===== src/design/sps_consts.svh =====
// Constants for the suspend pad state controller.
// Assumes inclusion by design files that need config bit positions.
`ifndef SPS_CONSTS_SVH
`define SPS_CONSTS_SVH
// Config register 1E bit positions
`define SPS_R1E_CTRL_BIT 0
`define SPS_R1E_CSEL_LO 1
`define SPS_R1E_CSEL_HI 2
`define SPS_R1E_MEM_BIT 3
`define SPS_R1E_ENA_LO 6
`define SPS_R1E_ENA_HI 7
// Config register 0E bit position
`define SPS_R0E_GFX_BIT 0
// Card buffer enable field encodings (bits 7:6)
`define SPS_ENA_SUSP_TRI 2'h3
`define SPS_ENA_ALWAYS 2'h2
// Card chip select suspend codes (bits 2:1)
`define SPS_CSEL_LOW 2'h0
`define SPS_CSEL_HIGH 2'h1
`define SPS_CSEL_REL 2'h3
// Reset value of the tod tick counter
`define SPS_TOD_RESET 16'h0000
`endif


===== src/design/sps_pkg.sv =====
// Types for the suspend pad state controller.
// Assumes sps_consts.svh is on the include path.
package sps_pkg;
  typedef enum logic [1:0] {
    SPS_RUN = 2'b00,
    SPS_SUSP = 2'b01
  } sps_mode_e;
  typedef logic [7:0] sps_config_register_t;
endpackage


===== src/design/sps_pin_hold.sv =====
// One group of pad cells: functional, forced or released.
// Assumes caller computes force and release terms per group.
module sps_pin_hold #(
  parameter int W = 1
) (
  // Clock and reset
  input wire logic clk,
  input wire logic reset_n,
  // Control
  input wire logic force_en,
  input wire logic [W-1:0] force_val,
  input wire logic release_en,
  // Functional source
  input wire logic [W-1:0] func_val,
  input wire logic func_oe,
  // Pads
  output logic [W-1:0] pad_o,
  output logic pad_oe
);
  typedef struct packed {
    logic [W-1:0] o;
    logic oe;
  } sps_hold_s;
  sps_hold_s st_reg;
  sps_hold_s st_next;
  always_comb begin
    st_next.o = force_en ? force_val : func_val;
    st_next.oe = release_en ? 1'b0 : (force_en ? 1'b1 : func_oe);
  end
  always_ff @(posedge clk) begin
    if (!reset_n) begin
      st_reg <= '0;
    end else begin
      st_reg <= st_next;
    end
  end
  assign pad_o = st_reg.o;
  assign pad_oe = st_reg.oe;
endmodule // sps_pin_hold


===== src/design/sps_suspend_pads.sv =====
// Suspend pad state controller: picks each pin group's suspend level.
// Assumes suspend and config bits come from logic on clk.
`include "sps_consts.svh"
module sps_suspend_pads #(
  parameter int LANES = 2,
  parameter int DACKS = 4
) (
  // Clock and reset
  input wire logic clk,
  input wire logic reset_n,
  // Suspend and configuration
  input wire logic suspend,
  input wire sps_pkg::sps_config_register_t config_register_1e,
  input wire sps_pkg::sps_config_register_t config_register_0e,
  input wire logic [1:0] card_sel_active_high,
  // Time-of-day clock pin
  input wire logic tod_clock_in,
  // Functional sources
  input wire logic [LANES-1:0] byte_lane_func_n,
  input wire logic [1:0] card_sel_func_n,
  input wire logic vsync_func,
  input wire logic [DACKS-1:0] dma_ack_func_n,
  input wire logic [1:0] card_buf_func_n,
  input wire logic card_dir_func,
  input wire logic card_refresh_func_n,
  input wire logic card_attr_func_n,
  // Pads
  output logic [LANES-1:0] byte_lane_select_n,
  output logic byte_lane_oe,
  output logic [1:0] card_chip_select_n,
  output logic card_chip_select_oe,
  output logic card_upper_select_n,
  output logic card_upper_select_oe,
  output logic vsync_first_line,
  output logic vsync_first_line_oe,
  output logic [DACKS-1:0] dma_ack_n,
  output logic dma_ack_oe,
  output logic [1:0] card_buffer_enable_n,
  output logic card_buffer_enable_oe,
  output logic card_buffer_dir,
  output logic card_refresh_n,
  output logic card_attr_select_n,
  output logic card_ctl_oe,
  // Status
  output logic [15:0] tod_ticks
);
  import sps_pkg::*;

  typedef struct packed {
    logic tod_s1;
    logic tod_s2;
    logic tod_d;
    logic [15:0] ticks;
    logic vs_hold;
  } sps_state_s;

  sps_state_s st_reg;
  sps_state_s st_next;

  // Inactive level of a pin whose asserted sense is given
  function automatic logic inactive_lvl(input logic active_high);
    return !active_high;
  endfunction

  logic susp;
  logic mem_drive;
  logic gfx_release;
  logic [1:0] csel;
  logic [1:0] ena_fld;
  logic ctl_low;
  logic [1:0] card_inact;
  logic [1:0] card_force;
  logic csel_release;

  assign susp = suspend;
  assign mem_drive = !config_register_1e[`SPS_R1E_MEM_BIT];
  assign gfx_release = config_register_0e[`SPS_R0E_GFX_BIT];
  assign csel = config_register_1e[`SPS_R1E_CSEL_HI:`SPS_R1E_CSEL_LO];
  assign ena_fld = config_register_1e[`SPS_R1E_ENA_HI:`SPS_R1E_ENA_LO];
  assign ctl_low = config_register_1e[`SPS_R1E_ENA_HI];
  assign card_inact = {inactive_lvl(card_sel_active_high[1]),
    inactive_lvl(card_sel_active_high[0])};
  // Code 3 releases; 0 low, 1 high, 2 inactive per polarity
  assign csel_release = susp && (csel == `SPS_CSEL_REL);
  always_comb begin
    if (csel == `SPS_CSEL_LOW) begin
      card_force = 2'b00;
    end else if (csel == `SPS_CSEL_HIGH) begin
      card_force = 2'b11;
    end else begin
      card_force = card_inact;
    end
  end

  // Time-of-day tick counter never gated by suspend
  always_comb begin
    st_next = st_reg;
    st_next.tod_s1 = tod_clock_in;
    st_next.tod_s2 = st_reg.tod_s1;
    st_next.tod_d = st_reg.tod_s2;
    if (st_reg.tod_s2 && !st_reg.tod_d) begin
      st_next.ticks = st_reg.ticks + 16'h0001;
    end
    // Vsync level frozen at the last cycle before suspend is entered
    if (!susp) begin
      st_next.vs_hold = vsync_func;
    end
  end

  always_ff @(posedge clk) begin
    if (!reset_n) begin
      st_reg <= '0;
    end else begin
      st_reg <= st_next;
    end
  end
  assign tod_ticks = st_reg.ticks;

  sps_pin_hold #(.W(LANES)) u_lane (
    .clk(clk), .reset_n(reset_n),
    .force_en(susp),
    .force_val({LANES{1'b1}}),
    .release_en(susp && !mem_drive),
    .func_val(byte_lane_func_n), .func_oe(1'b1),
    .pad_o(byte_lane_select_n), .pad_oe(byte_lane_oe)
  );

  sps_pin_hold #(.W(2)) u_csel (
    .clk(clk), .reset_n(reset_n),
    .force_en(susp), .force_val(card_force),
    .release_en(csel_release),
    .func_val(card_sel_func_n), .func_oe(1'b1),
    .pad_o(card_chip_select_n), .pad_oe(card_chip_select_oe)
  );

  // First-generation upper select: only inactive or released
  sps_pin_hold #(.W(1)) u_upper (
    .clk(clk), .reset_n(reset_n),
    .force_en(susp), .force_val(card_inact[1]),
    .release_en(susp && csel[1]),
    .func_val(card_sel_func_n[1]), .func_oe(1'b1),
    .pad_o(card_upper_select_n), .pad_oe(card_upper_select_oe)
  );

  sps_pin_hold #(.W(1)) u_vs (
    .clk(clk), .reset_n(reset_n),
    .force_en(susp), .force_val(st_reg.vs_hold),
    .release_en(susp && gfx_release),
    .func_val(vsync_func), .func_oe(1'b1),
    .pad_o(vsync_first_line), .pad_oe(vsync_first_line_oe)
  );

  sps_pin_hold #(.W(DACKS)) u_dack (
    .clk(clk), .reset_n(reset_n),
    .force_en(1'b0), .force_val({DACKS{1'b1}}),
    .release_en(susp),
    .func_val(dma_ack_func_n), .func_oe(1'b1),
    .pad_o(dma_ack_n), .pad_oe(dma_ack_oe)
  );

  // Field 0x releases outside suspend too
  sps_pin_hold #(.W(2)) u_ena (
    .clk(clk), .reset_n(reset_n),
    .force_en(1'b0), .force_val(2'b11),
    .release_en(!ena_fld[1] || (susp && ena_fld[0])),
    .func_val(card_buf_func_n), .func_oe(1'b1),
    .pad_o(card_buffer_enable_n), .pad_oe(card_buffer_enable_oe)
  );

  // Without bit 7, controls go inactive or released with the memory bit
  sps_pin_hold #(.W(3)) u_ctl (
    .clk(clk), .reset_n(reset_n),
    .force_en(susp),
    .force_val(ctl_low ? 3'h0 : 3'h3),
    .release_en(susp && !ctl_low && !mem_drive),
    .func_val({card_dir_func, card_refresh_func_n, card_attr_func_n}),
    .func_oe(1'b1),
    .pad_o({card_buffer_dir, card_refresh_n, card_attr_select_n}),
    .pad_oe(card_ctl_oe)
  );

  dack_rel_a: assert property (@(posedge clk)
    disable iff (!reset_n) susp |=> !dma_ack_oe)
    else $error("dma ack driven in suspend");
  lane_inact_a: assert property (@(posedge clk)
    disable iff (!reset_n)
    susp && mem_drive |=> byte_lane_oe && &byte_lane_select_n)
    else $error("byte lane not inactive");
  csel_tri_a: assert property (@(posedge clk)
    disable iff (!reset_n)
    susp && csel == `SPS_CSEL_REL |=> !card_chip_select_oe)
    else $error("card select not released");
  csel_high_a: assert property (@(posedge clk)
    disable iff (!reset_n) susp && csel == `SPS_CSEL_HIGH
    |=> card_chip_select_oe && &card_chip_select_n)
    else $error("card select not high");
  ena_off_a: assert property (@(posedge clk)
    disable iff (!reset_n)
    !ena_fld[1] |=> !card_buffer_enable_oe)
    else $error("buffer enable driven");
  ena_drv_a: assert property (@(posedge clk)
    disable iff (!reset_n)
    ena_fld == `SPS_ENA_ALWAYS |=> card_buffer_enable_oe)
    else $error("buffer enable not driven");
  ctl_low_a: assert property (@(posedge clk)
    disable iff (!reset_n)
    susp && ctl_low |=> card_ctl_oe && !card_buffer_dir
    && !card_refresh_n && !card_attr_select_n)
    else $error("card controls not low");
  vs_hold_a: assert property (@(posedge clk)
    disable iff (!reset_n)
    susp && $past(susp) && !gfx_release |=> $stable(vsync_first_line))
    else $error("vsync toggled in suspend");
  vs_rel_a: assert property (@(posedge clk)
    disable iff (!reset_n)
    susp && gfx_release |=> !vsync_first_line_oe)
    else $error("vsync driven when released");
  run_back_a: assert property (@(posedge clk)
    disable iff (!reset_n)
    !susp |=> dma_ack_oe && dma_ack_n == $past(dma_ack_func_n))
    else $error("no functional drive");
  upper_a: assert property (@(posedge clk)
    disable iff (!reset_n)
    susp && !csel[1] |=> card_upper_select_n == $past(card_inact[1]))
    else $error("upper select not inactive");
endmodule // sps_suspend_pads


===== config.mk =====
export PLATFORM = sky130hd
export DESIGN_NAME = sps_suspend_pads
export DESIGN_NICKNAME = d
export VERILOG_FILES = /design/src/design/sps_pkg.sv /design/src/design/sps_pin_hold.sv /design/src/design/sps_suspend_pads.sv
export VERILOG_INCLUDE_DIRS = /design/src /design/src/design
export SDC_FILE = /design/constraint.sdc
export NUM_CORES = 1
export LEC_CHECK = 0
export BUFFER_PORTS_ARGS = -buffer_cell sky130_fd_sc_hd__buf_2
export CAP_MARGIN = 20
export CORE_ASPECT_RATIO = 1.25
export CORE_MARGIN = 2
export CORE_UTILIZATION = 53
export CTS_BUF_LIST = sky130_fd_sc_hd__clkbuf_8
export DETAILED_ROUTE_END_ITERATION = 16
export GPL_TIMING_DRIVEN = 1
export PLACE_DENSITY_LB_ADDON = 0.1
export SLEW_MARGIN = 15
export SYNTH_ARGS = -nofsm -noshare
export SYNTH_HDL_FRONTEND = slang
export SYNTH_HIERARCHICAL = 1
export SYNTH_SLANG_ARGS = --single-unit

===== constraint.sdc =====
create_clock -name clk -period 4.3 [get_ports clk]
set_input_delay 1.29 -clock clk [delete_from_list [all_inputs] [get_ports clk]]
set_output_delay 1.29 -clock clk [all_outputs]
set_load 0.02 [all_outputs]

==> results.md <==
- Outcome: finished, final reports clean
- Cell Chain, Critical Path: buf_2
- Worst EP arrival: slightly below 1 ns
- Period utilization: between 50% and 60%
- Grt total ovfl: 0
- # hold bufs at CTS: 0
- Reg clk slew, reported paths: approximately 0.070 ns
- Psw: about 0.17 mW
- Sw frac: roughly 24%
- Top-area cell type share of the netlist area: a little under half
- Worst-path maximum fanout: 8
- WL final: between 3000 and 4000 um
- Longest Clk Path Bufs: 2
- R2r startpoint: tod_ticks[3]
- Antenna violations before repair: 0
- Post-route ant nets: 0
- Core Box Area: between 3000 and 4000 um2
- Row count: 23
- Worst-Skew Late Latency: 0.29 ns
- Seq cells post-synth: 42
- Die width: around 56 um
- Die height: 69.4 um
- Pre-Repair DR Iteration Count: 6
- R2R Setup Slk: between 2 and 3 ns
- TritonCTS Buffers: 5
- Peak VDD IR: between 0.3 and 0.4 mV
- Vias in the first global route: ~1.2k
- Min Tclk post-route: ~2.3 ns
- CTS sink cnt: 42
- Max stage delay on crit path: 0.48 ns
- Yosys warnings: 6
- Power share of the clock group: 31.5%
- Root buffer cell: clkbuf_8
- Min-delay worst type: flip-flop to flip-flop
- Pin count of the biggest net entering global routing: 29
- Top cell type by total area after synthesis: dfxtp_1
- DR iter-0 viols: 38
- First-pass GRT wire length: roughly 5100 um
- Total power: around 0.72 mW
- Buffers & Inverters on Critical Path: 1
- Max reg flops: 16
- DR WL/cell: ~11 um
- Final worst slack: 2.03 ns
- Starting density of the core: between 50% and 60%
- RSZ-0062 raised after global routing: no
- Fin. Hold Viols: 0
- Final setup viols: 0
- Final core utilization: about two thirds
- Setup TNS Final: 0 ns
- GRT Util Overall: between 10% and 20%
- Setup WS pre-CTS: about 2.0 ns
- Number of synthesized flops with an enable pin: 0
- Pins Over Slew Limit: 0
- Hold Path Stages: 1
- CTS resizes: 0
- RePlAce Congestion: about 0.74
- Most instantiated library cell after synthesis: dfxtp_1
- Worst path required time: ~3.0 ns
- Max-cap violations: 0
- Residual DRC: 0
- Dominant synthesized flop cell: dfxtp_1
- PortBufs: 63
- Ports: 74
- Internal Power: approximately 0.55 mW
- Placement Cell Area: about 2100 um2
- # nets final: between 200 and 300
- Top post-synthesis cells by area: dfxtp_1, mux2i_1, buf_4, nor2b_1, xor2_1
- CP top delay family: flip-flops
- Syn Area/Cell: between 9 and 10 um2
- Netlist cell types: 30
- Synth cell count leaders: dfxtp_1, nor2_1, mux2i_1
- Via density: 4.73
- Reg power frac: a little under three fifths
- DP HPWL: between 2000 and 2500 um
- Nature of the critical path startpoint: flip-flop
- Fraction of registers with async set/reset: 0%
- Share of layout cells above drive strength 1: between 20 and 30%
- RR Endpoint: tod_ticks[15]
- Skew final: ~0.0011 ns
- Cells after Synth: 184
- Area grow syn2layout: 19.5%
- Via count: about 1.4k
- Post-CTS setup buffer count: 0
- Diodes inserted: 0
- Max H-tree Level: 2
- Fmax: approximately 440 MHz
- TritonCTS clock tree: built
- R2R depth: 4
- Finished Cell Area: 2170 um2
- Critical path's slowest cell: dfxtp_1
- Leak Pwr: around 1.1 nW
- Combinational power share: 11.8%
- Die Area: slightly below 4000 um2
- Seq/Total Area, Yosys: 46.3%
- Critical setup path kind: flip-flop to output pin
- Hold Path Origin: st_next[18]
- Hold Path Sink: st_next[17]
- Mapped Area: between 1500 and 2000 um2
- Setup crit end kind: output pin
- Power Density: approximately 330 nW/um2
metal layers:
metal,part of all wire [%],track usage (%),vias up
li1,-,-,712
met1,41,17.7,610
met2,51,28.2,42
met3,6.8,7.65,4
met4,1.4,7.94,0
met5,0,0,-
power by group through the flow:
stage,Combinational [mW],Sequential [mW],Clock [mW]
5_1_grt,0.0940,0.411,0.257
4_1_cts,0.0862,0.409,0.238
6_report,0.0853,0.410,0.227
3_5_place_dp,0.0863,0.418,0
2_1_floorplan,0.0349,0.436,0
3_3_place_gp,0.0852,0.418,0
metrics by stage:
step	hold WS [ns]	std cells
after floorplan	0.412	202
after global placement	0.416	282
after detailed placement	0.422	282
after CTS	0.443	289
after global routing	0.457	289
final	0.438	289
logic make-up (layout without fill, tap and decap cells):
family	Yosys count	in the layout	share of synthesized area (%)
compound gates	8	8	2.34
xor+xnor	11	11	5.31
fa+ha+maj	1	1	0.690
buf+inv	24	74	9.17
flops	42	42	46.3
mux	18	18	9.93
other cells	2	20	0.414
simple gates	78	78	25.8
worst max path at each step:
| stage | startpoint | to | slack [ns] | depth (start not counted) |
|---|---|---|---|---|
| 4_1_cts | tod_ticks[2] | tod_ticks[2] | 2.02 | 1 |
| 3_3_place_gp | reset_n | tod_ticks[14] | 2.03 | 3 |
| 3_5_place_dp | reset_n | tod_ticks[13] | 2.01 | 3 |
| 6_report | tod_ticks[2] | tod_ticks[2] | 2.03 | 1 |
| 2_1_floorplan | reset_n | tod_ticks[0] | 2.41 | 3 |
| 5_1_grt | tod_ticks[2] | tod_ticks[2] | 1.94 | 1 |
layout make-up:
type	instances	area [um2]
clock buffer	5	68.8
clock inverter	2	7.51
fill	291	1080
inverter	4	15.0
multi-input combinational	136	875
sequential	42	841
tap	37	46.3
timing repair buffer	63	315
cells in the final DEF, fill, tap and decap left out, types with 2 or more instances in the layout:
cell type	netlist	routed
a21oi_1	4	4
and2_1	8	8
and4_1	2	2
and4b_1	2	2
buf_2	1	63
clkbuf_8	0	5
conb_1	2	20
dfxtp_1	42	42
inv_1	4	6
mux2i_1	18	18
nand2_1	7	7
nand3_1	3	3
nand4_1	6	6
nor2_1	21	21
nor2b_1	16	16
nor3b_1	4	4
nor3b_2	3	3
o21ai_0	3	3
xor2_1	10	10
Note: power is estimated with default switching activity, not from simulation.
